$ cat config.mk
export PLATFORM = sky130hd
export DESIGN_NAME = ahx_cfg_regs
export DESIGN_NICKNAME = d
export VERILOG_FILES = /design/src/ahx_cfg_regs.v
export VERILOG_INCLUDE_DIRS = /design/src
export SDC_FILE = /design/constraint.sdc
export NUM_CORES = 1
export LEC_CHECK = 0
export ABC_AREA = 1
export BUFFER_PORTS_ARGS = -buffer_cell sky130_fd_sc_hd__buf_2
export CORE_ASPECT_RATIO = 1.5
export CORE_MARGIN = 3
export CORE_UTILIZATION = 51
export DETAILED_ROUTE_END_ITERATION = 8
export GPL_ROUTABILITY_DRIVEN = 0
export MAX_ROUTING_LAYER = met4
export PLACE_DENSITY = 0.8
export SYNTH_ARGS = -nofsm -noshare
export SYNTH_HDL_FRONTEND = slang
export SYNTH_SLANG_ARGS = --single-unit
$ cat constraint.sdc
create_clock -name ref_clk -period 2.2 [get_ports ref_clk]
set_clock_uncertainty 0.1 [all_clocks]
set_input_delay 0.44 -clock ref_clk [delete_from_list [all_inputs] [get_ports ref_clk]]
set_output_delay 0.44 -clock ref_clk [all_outputs]
set_load 0.02 [all_outputs]
$ cat src/ahx_cfg_regs.vh
// Register addresses, field positions and reset values of the header translation register bank.
`ifndef AHX_CFG_REGS_VH
`define AHX_CFG_REGS_VH
`define AHX_ADDR_SEARCH_CFG 16'h8001
`define AHX_ADDR_DATAPATH_CFG 16'h8002
`define AHX_ADDR_TABLE_BASE 16'h8003
`define AHX_ADDR_PIN_CTRL 16'h8004
`define AHX_ADDR_TX_TAG 16'h8005
`define AHX_ADDR_RX_TAG 16'h8006
`define AHX_ADDR_NOTIFY_EN 16'h8007
`define AHX_ADDR_EVENT_STATUS 16'h8008
`define AHX_RST_SEARCH_CFG 8'h00
`define AHX_RST_DATAPATH_CFG 8'h00
`define AHX_RST_TABLE_BASE 8'h00
`define AHX_RST_PIN_CTRL 8'h00
`define AHX_RST_NOTIFY_EN 8'h00
`define AHX_RST_EVENT_STATUS 8'h00
`define AHX_RST_TX_TAG 8'h00
`define AHX_RST_RX_TAG 8'h00
`define AHX_MASK_SEARCH_CFG 8'hfb
`define AHX_MASK_DATAPATH_CFG 8'h7f
`define AHX_MASK_PIN_CTRL 8'h7f
`define AHX_MASK_TX_TAG 8'h1f
`define AHX_MASK_RX_TAG 8'h7f
`define AHX_MASK_RX_TAG_STRAP 8'h3f
`define AHX_MASK_EVENTS 8'h07
`define AHX_SC_ACCOUNT 3
`define AHX_SC_NULL_COUNT 4
`define AHX_SC_GFC 5
`define AHX_SC_PTCLP 6
`define AHX_SC_PASS_ALL 7
`define AHX_DP_INSERT 0
`define AHX_DP_OVR_GFC 1
`define AHX_DP_OVR_PTCLP 2
`define AHX_DP_RX_MOVE 3
`define AHX_DP_TX_MOVE 4
`define AHX_DP_DROP_FULL 5
`define AHX_DP_RX_DISCARD 6
`define AHX_PC_OVERRIDE 0
`define AHX_PC_CTRL_A 1
`define AHX_PC_CTRL_B 2
`define AHX_PC_EE_MUX 3
`define AHX_PC_EE_CLK 4
`define AHX_PC_EE_CS_N 5
`define AHX_PC_EE_DOUT 6
`define AHX_PC_EE_DIN 7
`define AHX_TAG_SIZE_HI 2
`define AHX_TAG_SIZE_LO 0
`define AHX_TX_AT_END 3
`define AHX_TX_ADD_HEC 4
`define AHX_RX_DEL_HEC 3
`define AHX_RX_CLK_IN 4
`define AHX_RX_INBAND_UTOPIA 5
`define AHX_RX_EE_INIT 6
`define AHX_TB_SEARCH_HI 5
`define AHX_TB_SEARCH_LO 0
`define AHX_TB_RESULT_HI 7
`define AHX_TB_RESULT_LO 6
`define AHX_EV_PHY 0
`define AHX_EV_RX_NULL 1
`define AHX_EV_TX_NULL 2
`define AHX_LEVELS_BASE 4'h8
`define AHX_LEVELS_PTCLP 4'ha
`define AHX_RESULT_WORDS_BASE 3'h2
`define AHX_RESULT_WORDS_ACCOUNT 3'h4
`endif

$ cat src/ahx_cfg_regs.v
// Configuration, control and status register bank of the cell header translation device.
//
// How it works
// RQ1 - Accounting bit: count per connection, four-word nodes.
// RQ2 - Bit four enables null-pointer cell counters.
// RQ3 - Bit five adds GFC, table grows 4K.
// RQ4 - Bit six adds PT/CLP, ten search levels.
// RQ5 - Null-pointer cells dropped unless pass-all set.
// RQ6 - Insert bit replaces header with searched one.
// RQ7 - GFC and PT/CLP overwritten only when enabled.
// RQ8 - PT/CLP moved to or from TAG area.
// RQ9 - Full PHY FIFO: stall, or drop if set.
// RQ10 - Receive data cells dropped; in-band cells kept only when in-band port is UTOPIA.
// RQ11 - Table base: search base, result node base.
// RQ12 - Strapped registers writable only under override bit; receive TAG bit 6 (EEPROM init) is writable without it.
// RQ13 - Two control pins follow their register bits.
// RQ14 - EEPROM port: loader or software bits.
// RQ15 - Software drives EEPROM clock, select, data out.
// RQ16 - Transmit strips TAG bytes, may add HEC.
// RQ17 - Receive adds TAG bytes, may delete HEC.
// RQ18 - Mode bit sets path receive clock direction.
// RQ19 - Direction bit picks in-band programming port.
// RQ20 - EEPROM header load at reset when enabled.
// RQ21 - Notification cells only for enabled events.
// RQ22 - Status bits set on their events.
// RQ23 - Status sticky until written; unused bits zero.
`timescale 1ns/1ps
`default_nettype none
`include "ahx_cfg_regs.vh"

module ahx_cfg_regs (
	input wire ref_clk,
	input wire rst,
	input wire [15:0] reg_addr,
	input wire reg_wr,
	input wire reg_rd,
	input wire [7:0] reg_wdata,
	output reg [7:0] reg_rdata,
	input wire [7:0] strap_tx_tag,
	input wire [7:0] strap_rx_tag,
	input wire phy_interrupt_input,
	input wire rx_null_event,
	input wire tx_null_event,
	input wire rx_cell_is_inband,
	input wire phy_tx_fifo_full,
	output wire count_per_connection,
	output wire [2:0] result_node_words,
	output wire null_count_enable,
	output wire search_include_gfc,
	output wire search_table_4k,
	output wire [3:0] search_tree_levels,
	output wire pass_null_cells,
	output wire replace_header,
	output wire overwrite_gfc,
	output wire overwrite_ptclp,
	output wire rx_move_ptclp_to_tag,
	output wire tx_move_ptclp_from_tag,
	output wire tx_stall,
	output wire tx_drop_cell,
	output wire receive_data_discard,
	output wire [5:0] search_table_base,
	output wire [1:0] result_node_base,
	output reg ctrl_a_out,
	output reg ctrl_b_out,
	output wire ee_sw_mode,
	input wire loader_ee_clk,
	input wire loader_ee_cs_n,
	input wire loader_ee_dout,
	output reg ee_clk,
	output reg ee_cs_n,
	output reg ee_dout,
	input wire ee_din,
	output wire [2:0] tx_tag_strip_bytes,
	output wire tx_tag_at_end,
	output wire tx_add_hec,
	output wire [2:0] rx_tag_add_bytes,
	output wire rx_delete_hec,
	output wire path_receive_clock_oe,
	output wire inband_on_utopia,
	output wire ee_header_load_enable,
	output wire notify_phy,
	output wire notify_rx_null,
	output wire notify_tx_null
);

	// ************************************************************
	// Register state.
	// ************************************************************
	reg [7:0] search_config_reg;
	reg [7:0] datapath_config_reg;
	reg [7:0] table_base_offsets_reg;
	reg [7:0] pin_and_eeprom_control_reg;
	reg [7:0] transmit_tag_setup_reg;
	reg [7:0] receive_tag_and_mode_reg;
	reg [7:0] notification_enable_reg;
	reg [7:0] event_status_reg;
	reg strap_loaded_reg;
	reg ee_din_reg;
	wire [7:0] event_vec;
	wire strap_wr_ok;

	assign strap_wr_ok = pin_and_eeprom_control_reg[`AHX_PC_OVERRIDE]; // RQ12

	// ************************************************************
	// Register writes and strap capture.
	// ************************************************************
	always @(posedge ref_clk or posedge rst) begin
		if (rst) begin
			search_config_reg <= `AHX_RST_SEARCH_CFG;
			datapath_config_reg <= `AHX_RST_DATAPATH_CFG;
			table_base_offsets_reg <= `AHX_RST_TABLE_BASE;
			pin_and_eeprom_control_reg <= `AHX_RST_PIN_CTRL;
			transmit_tag_setup_reg <= `AHX_RST_TX_TAG;
			receive_tag_and_mode_reg <= `AHX_RST_RX_TAG;
			notification_enable_reg <= `AHX_RST_NOTIFY_EN;
			strap_loaded_reg <= 1'b0;
		end else begin
			if (!strap_loaded_reg) begin
				strap_loaded_reg <= 1'b1;
				transmit_tag_setup_reg <= strap_tx_tag & `AHX_MASK_TX_TAG;
				receive_tag_and_mode_reg <= strap_rx_tag & `AHX_MASK_RX_TAG_STRAP;
			end else if (reg_wr) begin
				case (reg_addr)
				`AHX_ADDR_SEARCH_CFG: begin
					search_config_reg <= reg_wdata & `AHX_MASK_SEARCH_CFG;
				end
				`AHX_ADDR_DATAPATH_CFG: begin
					datapath_config_reg <= reg_wdata & `AHX_MASK_DATAPATH_CFG;
				end
				`AHX_ADDR_TABLE_BASE: begin
					table_base_offsets_reg <= reg_wdata; // RQ11
				end
				`AHX_ADDR_PIN_CTRL: begin
					pin_and_eeprom_control_reg <= reg_wdata & `AHX_MASK_PIN_CTRL;
				end
				`AHX_ADDR_TX_TAG: begin
					if (strap_wr_ok) begin
						transmit_tag_setup_reg <= reg_wdata & `AHX_MASK_TX_TAG; // RQ12
					end
				end
				`AHX_ADDR_RX_TAG: begin
					if (strap_wr_ok) begin
						receive_tag_and_mode_reg <= reg_wdata & `AHX_MASK_RX_TAG; // RQ12
					end else begin
						receive_tag_and_mode_reg[`AHX_RX_EE_INIT] <= reg_wdata[`AHX_RX_EE_INIT];
					end
				end
				`AHX_ADDR_NOTIFY_EN: begin
					notification_enable_reg <= reg_wdata & `AHX_MASK_EVENTS;
				end
				default: begin
				end
				endcase
			end
		end
	end

	// ************************************************************
	// Sticky event status.
	// ************************************************************
	assign event_vec = {5'h00, tx_null_event, rx_null_event, phy_interrupt_input}; // RQ22

	always @(posedge ref_clk or posedge rst) begin
		if (rst) begin
			event_status_reg <= `AHX_RST_EVENT_STATUS;
		end else if (reg_wr && (reg_addr == `AHX_ADDR_EVENT_STATUS)) begin
			event_status_reg <= event_vec & `AHX_MASK_EVENTS; // RQ23
		end else begin
			event_status_reg <= (event_status_reg | event_vec) & `AHX_MASK_EVENTS; // RQ22
		end
	end

	// ************************************************************
	// Read port.
	// ************************************************************
	always @(posedge ref_clk or posedge rst) begin
		if (rst) begin
			reg_rdata <= 8'h00;
		end else if (reg_rd) begin
			case (reg_addr)
			`AHX_ADDR_SEARCH_CFG: begin
				reg_rdata <= search_config_reg;
			end
			`AHX_ADDR_DATAPATH_CFG: begin
				reg_rdata <= datapath_config_reg;
			end
			`AHX_ADDR_TABLE_BASE: begin
				reg_rdata <= table_base_offsets_reg;
			end
			`AHX_ADDR_PIN_CTRL: begin
				reg_rdata <= {ee_din_reg, pin_and_eeprom_control_reg[6:0]}; // RQ15
			end
			`AHX_ADDR_TX_TAG: begin
				reg_rdata <= transmit_tag_setup_reg;
			end
			`AHX_ADDR_RX_TAG: begin
				reg_rdata <= receive_tag_and_mode_reg;
			end
			`AHX_ADDR_NOTIFY_EN: begin
				reg_rdata <= notification_enable_reg;
			end
			`AHX_ADDR_EVENT_STATUS: begin
				reg_rdata <= event_status_reg;
			end
			default: begin
				reg_rdata <= 8'h00; // RQ23
			end
			endcase
		end
	end

	// ************************************************************
	// Control and EEPROM pins.
	// ************************************************************
	assign ee_sw_mode = pin_and_eeprom_control_reg[`AHX_PC_EE_MUX]; // RQ14

	always @(posedge ref_clk or posedge rst) begin
		if (rst) begin
			ctrl_a_out <= 1'b0;
			ctrl_b_out <= 1'b0;
			ee_clk <= 1'b0;
			ee_cs_n <= 1'b1;
			ee_dout <= 1'b0;
			ee_din_reg <= 1'b0;
		end else begin
			ctrl_a_out <= pin_and_eeprom_control_reg[`AHX_PC_CTRL_A]; // RQ13
			ctrl_b_out <= pin_and_eeprom_control_reg[`AHX_PC_CTRL_B]; // RQ13
			ee_din_reg <= ee_din; // RQ15
			if (ee_sw_mode) begin
				ee_clk <= pin_and_eeprom_control_reg[`AHX_PC_EE_CLK]; // RQ15
				ee_cs_n <= pin_and_eeprom_control_reg[`AHX_PC_EE_CS_N]; // RQ15
				ee_dout <= pin_and_eeprom_control_reg[`AHX_PC_EE_DOUT]; // RQ15
			end else begin
				ee_clk <= loader_ee_clk; // RQ14
				ee_cs_n <= loader_ee_cs_n; // RQ14
				ee_dout <= loader_ee_dout; // RQ14
			end
		end
	end

	// ************************************************************
	// Decoded controls to the data path.
	// ************************************************************
	assign count_per_connection = search_config_reg[`AHX_SC_ACCOUNT]; // RQ1
	assign result_node_words = count_per_connection ? `AHX_RESULT_WORDS_ACCOUNT :
		`AHX_RESULT_WORDS_BASE; // RQ1
	assign null_count_enable = search_config_reg[`AHX_SC_NULL_COUNT]; // RQ2
	assign search_include_gfc = search_config_reg[`AHX_SC_GFC]; // RQ3
	assign search_table_4k = search_include_gfc; // RQ3
	assign search_tree_levels = search_config_reg[`AHX_SC_PTCLP] ? `AHX_LEVELS_PTCLP :
		`AHX_LEVELS_BASE; // RQ4
	assign pass_null_cells = search_config_reg[`AHX_SC_PASS_ALL]; // RQ5
	assign replace_header = datapath_config_reg[`AHX_DP_INSERT]; // RQ6
	assign overwrite_gfc = replace_header & datapath_config_reg[`AHX_DP_OVR_GFC]; // RQ7
	assign overwrite_ptclp = replace_header & datapath_config_reg[`AHX_DP_OVR_PTCLP]; // RQ7
	assign rx_move_ptclp_to_tag = datapath_config_reg[`AHX_DP_RX_MOVE]; // RQ8
	assign tx_move_ptclp_from_tag = datapath_config_reg[`AHX_DP_TX_MOVE]; // RQ8
	assign tx_stall = phy_tx_fifo_full & ~datapath_config_reg[`AHX_DP_DROP_FULL]; // RQ9
	assign tx_drop_cell = phy_tx_fifo_full & datapath_config_reg[`AHX_DP_DROP_FULL]; // RQ9
	assign receive_data_discard = datapath_config_reg[`AHX_DP_RX_DISCARD] &
		~(rx_cell_is_inband & inband_on_utopia); // RQ10
	assign search_table_base = table_base_offsets_reg[`AHX_TB_SEARCH_HI:`AHX_TB_SEARCH_LO]; // RQ11
	assign result_node_base = table_base_offsets_reg[`AHX_TB_RESULT_HI:`AHX_TB_RESULT_LO]; // RQ11
	assign tx_tag_strip_bytes = transmit_tag_setup_reg[`AHX_TAG_SIZE_HI:`AHX_TAG_SIZE_LO]; // RQ16
	assign tx_tag_at_end = transmit_tag_setup_reg[`AHX_TX_AT_END]; // RQ16
	assign tx_add_hec = transmit_tag_setup_reg[`AHX_TX_ADD_HEC]; // RQ16
	assign rx_tag_add_bytes = receive_tag_and_mode_reg[`AHX_TAG_SIZE_HI:`AHX_TAG_SIZE_LO]; // RQ17
	assign rx_delete_hec = receive_tag_and_mode_reg[`AHX_RX_DEL_HEC]; // RQ17
	assign path_receive_clock_oe = ~receive_tag_and_mode_reg[`AHX_RX_CLK_IN]; // RQ18
	assign inband_on_utopia = receive_tag_and_mode_reg[`AHX_RX_INBAND_UTOPIA]; // RQ19
	assign ee_header_load_enable = receive_tag_and_mode_reg[`AHX_RX_EE_INIT]; // RQ20
	assign notify_phy = phy_interrupt_input & notification_enable_reg[`AHX_EV_PHY]; // RQ21
	assign notify_rx_null = rx_null_event & notification_enable_reg[`AHX_EV_RX_NULL]; // RQ21
	assign notify_tx_null = tx_null_event & notification_enable_reg[`AHX_EV_TX_NULL]; // RQ21

endmodule // ahx_cfg_regs
`default_nettype wire

# Word-level counts from Yosys, hierarchy flattened
# Cells that the tools add are included.
word_totals:
  register_bits: 66
  output_inout_bits: 57
  elab_cells: 67
op_classes:
  eq_ne: 12
  n_mux: 16
  n_bitwise: 13
  n_reduce_logical: 9
ops:
  columns: ["op", "n"]
  rows:
  - ["16-bit == test, second input constant", 8]
  - ["8-bit one-hot mux with 8 select lines", 1]
  - ["8-bit 2-to-1 mux", 7]
  - ["3-bit AND reduction", 7]
  - ["1-bit AND", 9]
  - ["3-bit 2-to-1 mux", 2]
  - ["6-bit 2-to-1 mux", 1]
  - ["1-bit 2-to-1 mux", 4]
  - ["2-bit by 1-bit inequality test with 1-bit output, second input constant", 2]
  - ["2-bit inequality test, second input constant", 2]
  - ["1-bit inverter", 3]
  - ["3-bit bitwise OR", 1]
  - ["2-bit 2-to-1 mux", 1]
  - ["2-bit AND reduction", 1]
  - ["1-bit logical AND", 1]

# Longest topological paths before layout
logic_depth:
  ltp_word: 4
  depth_mapped: 11
  mapped_depth_nobuf: 10

# Worst setup path after synthesis
# No wires, ideal clock.
synth_timing:
  path_type: "input -> register"
  startpoint: "input port reg_addr[11]"
  endpoint: "register receive_tag_and_mode_reg[5]"
  t_arrival_ns: 1.317
  required_ns: 1.978
  path_slack_ns: 0.661
  cell_stages: 9
  cell_sequence: "nor2_1 nand2_1 nor2_4 buf_6 nand4_2 nand2_2 inv_2 nand2_1 o21ai_2"
synth_between:
  elab_chain_cells: 3
synth_rtl:
  columns: ["element", "line", "rtl"]
  rows:
  - ["from (decl)", "ahx_cfg_regs.v:34", "input wire [15:0] reg_addr,"]
  - ["16-bit == test", "ahx_cfg_regs.v:123", "case (reg_addr)"]
  - ["2-bit by 1-bit inequality test with 1-bit output (no line)", null, null]
  - ["3-bit AND reduction (no line)", null, null]
  - ["to (signal assigned)", "ahx_cfg_regs.v:121", "receive_tag_and_mode_reg <= strap_rx_tag & `AHX_MASK_RX_TAG_STRAP;"]
  - ["to (signal assigned)", "ahx_cfg_regs.v:143", "receive_tag_and_mode_reg <= reg_wdata & `AHX_MASK_RX_TAG;"]
  - ["to (signal, indexed assignment)", "ahx_cfg_regs.v:145", "receive_tag_and_mode_reg[`AHX_RX_EE_INIT] <= reg_wdata[`AHX_RX_EE_INIT];"]
  - ["to (decl)", "ahx_cfg_regs.v:94", "reg [7:0] receive_tag_and_mode_reg;"]
# Every way passes these cells.
# A chain may end at the register's enable or synchronous reset.

# Worst setup path after layout
layout_timing:
  startpoint: "register receive_tag_and_mode_reg[5]"
  endpoint: "output port receive_data_discard"
layout_between:
  elab_chain_cells: 3
layout_rtl:
  columns: ["element", "line", "rtl"]
  rows:
  - ["from (signal assigned)", "ahx_cfg_regs.v:114", "receive_tag_and_mode_reg <= `AHX_RST_RX_TAG;"]
  - ["from (signal assigned)", "ahx_cfg_regs.v:121", null]
  - ["from (signal assigned)", "ahx_cfg_regs.v:143", null]
  - ["1-bit AND", "ahx_cfg_regs.v:261", "~(rx_cell_is_inband & inband_on_utopia);"]
  - ["1-bit inverter", "ahx_cfg_regs.v:261", null]
  - ["1-bit AND", "ahx_cfg_regs.v:260", "assign receive_data_discard = datapath_config_reg[`AHX_DP_RX_DISCARD] &"]
  - ["to (decl)", "ahx_cfg_regs.v:60", "output wire receive_data_discard,"]
# Every way passes these cells.

==> results.json <==
{
  "die_h_um": 107,
  "vias_per_cell": 5.05,
  "ys_warn_count": 0,
  "clk_path_buf_depth": 2,
  "drv_cap": 0,
  "ys_ff_latch": 62,
  "pwr_density_cell_nw_per_um2": 565,
  "hp-class": "input pin to async pin",
  "utilization_pct": 63.6,
  "fmax_ghz": 0.609,
  "vdd_ir_drop_max_mv": 0.394,
  "fin_setup_tns_ps": 0,
  "slew_violations": 0,
  "hpwl_um": 6530,
  "io-pin-count": 110,
  "wire_per_inst_um": 13.8,
  "critPathKind": "register to output port",
  "crit_required_ps": 1660,
  "cp-end-kind": "output port",
  "first_pass_iters": 4,
  "worstPathArrival_ps": 1100,
  "yosys.area.top_type": "dfrtp_1",
  "die_w_um": 73.1,
  "cp_max_fo": 4,
  "cts_resized": 0,
  "nNetsFinal": 595,
  "hold_viol_final": 0,
  "route.detailed.drc": 0,
  "n_antenna_cell": 0,
  "cts_setup_buffers": 0,
  "worst_slack_ps": 558,
  "cts_hold_buf": 0,
  "synth_edf_count": 0,
  "r2r_end": "search_config_reg[1]",
  "drt_iter0_markers": 262,
  "layout-drive-gt1-share_pct": 27.6,
  "synthArstFlopShare_pct": 100,
  "grt_max_degree": 63,
  "status": "finished, final reports clean",
  "avgSynthCellArea_um2": 7.75,
  "clk_pin_slew_ps": 60,
  "ant_nets": 0,
  "r2r_start": "strap_loaded_reg",
  "rsz0062_at_grt": "no",
  "syn_to_final_growth_pct": 20.5,
  "io_buffers": 100,
  "floorplan.rows": 36,
  "yosysSeqAreaShare_pct": 45.0,
  "core_area_um2": 6530,
  "fillers": 585,
  "cellLeakagePower_nw": 2.64,
  "min_period_ps": 1640,
  "r2r_cells": 5,
  "cts_buffers": 9,
  "final_cells": 623,
  "grt_pass1_vias": 2920,
  "finalCritPeriodShare_pct": 74.6,
  "h-tree-depth": 3,
  "grt_pass1_wl_um": 13800,
  "dr_total_vias": 3149,
  "synth_cell_types": 29,
  "yosys_most_used_dff": "dfrtp_1",
  "synth_area_um2": 3450,
  "routed_wirelength_um": 8610,
  "worstSetupStartpointType": "register",
  "synth.top_cell.area_share_pct": 44.3,
  "numPlacedInstances": 607,
  "regToRegSetupSlack_ps": 880,
  "setup_viol": 0,
  "cts-root-buf": "clkbuf_8",
  "antenna_found_initial": 0,
  "grt_usage_pct": 23.9,
  "start_util_pct": 52.8,
  "cts_tree": "yes",
  "cts.sinks": 62,
  "gr-total-overflow": 0,
  "synthTopCellsByArea": "dfrtp_1 44%, nand2_1 18%, nand3_1 6.0%",
  "place_ws_ps": 376,
  "die-area_um2": 7800,
  "clk_latency_ps": 350,
  "p_total_mw": 2.35,
  "syn-instance-count": 445
}
worst max path at each step:
stage	start	endpoint	slack, ps	cells after the start
6_report	receive_tag_and_mode_reg[5]	receive_data_discard	560	2
3_5_place_dp	reg_addr[13]	receive_tag_and_mode_reg[5]	380	10
5_1_grt	receive_tag_and_mode_reg[5]	receive_data_discard	460	2
4_1_cts	receive_tag_and_mode_reg[5]	receive_data_discard	570	2
2_1_floorplan	rst	ctrl_a_out	120	1
3_3_place_gp	reg_addr[11]	receive_tag_and_mode_reg[5]	380	10
synthesized netlist by cell type, types with 2 or more instances:
library cell and number:
o21ai_0 20, nor2_2 5, buf_2 5, buf_4 11, nor2_8 8, clkbuf_1 3
nor2_4 5, dfrtp_1 61, inv_1 45, nand3_1 41, o21ai_1 30, nand2_4 4
nand2_2 2, inv_2 3, nor2_1 23, o21ai_2 3, o21bai_1 3, nand2_1 161
conb_1 2
placed cells by master, fill, tap and decap left out, types with 8 or more instances in the layout:
master and n:
buf_2 100, clkbuf_8 12, dfrtp_1 61, inv_1 44, nand2_1 161, nand3_1 41, nor2_1 23, nor2_8 8
o21ai_0 20, o21ai_1 30
critical path: stages, from the launching register on:
cell and delay, ps:
dfrtp_1 440, a21oi_1 150, buf_2 180
metal layers:
layer | track usage [%] | vias to the layer above | part of all wire (%)
li1 | - | 1589 | -
met1 | 27.7 | 1432 | 40
met2 | 39.8 | 109 | 52
met3 | 4.13 | 19 | 5.3
met4 | 10.8 | 0 | 3.4
met5 | - | - | 0
kinds of logic (layout without fill, tap and decap cells):
| group | after synthesis | count (layout) | synth area share (%) |
|---|---|---|---|
| compound gates | 59 | 59 | 9.36 |
| buf+inv | 69 | 168 | 9.11 |
| flops | 62 | 62 | 45.0 |
| mux | 1 | 1 | 0.290 |
| other cells | 2 | 5 | 0.218 |
| simple gates | 252 | 252 | 36.0 |
final cells by class:
| type | count | area [um2] | share of cell area (%) |
|---|---|---|---|
| Inverter | 48 | 180 | 4.34 |
| Timing Repair Buffer | 104 | 556 | 13.4 |
| Tap cell | 76 | 95.1 | 2.29 |
| Multi-Input combinational cell | 317 | 1590 | 38.3 |
| Sequential cell | 62 | 1550 | 37.4 |
| Clock buffer | 16 | 180 | 4.34 |
through the flow:
stage | hold WS [ps] | instance area (um2)
global placement | 306 | 3980
finish | 46.6 | 4160
floorplan | 271 | 3460
detailed placement | 302 | 3980
CTS | 59.5 | 4160
global route | 81.4 | 4160
where the power goes:
| part | internal (mW) | switching, mW | leakage (nW) |
|---|---|---|---|
| Sequential | 1.16 | 0.0188 | 0.778 |
| Combinational | 0.0808 | 0.170 | 1.77 |
| Clock | 0.504 | 0.412 | 0.0910 |
| Total | 1.75 | 0.600 | 2.64 |
No activity file was read; power rests on OpenSTA's default activity.
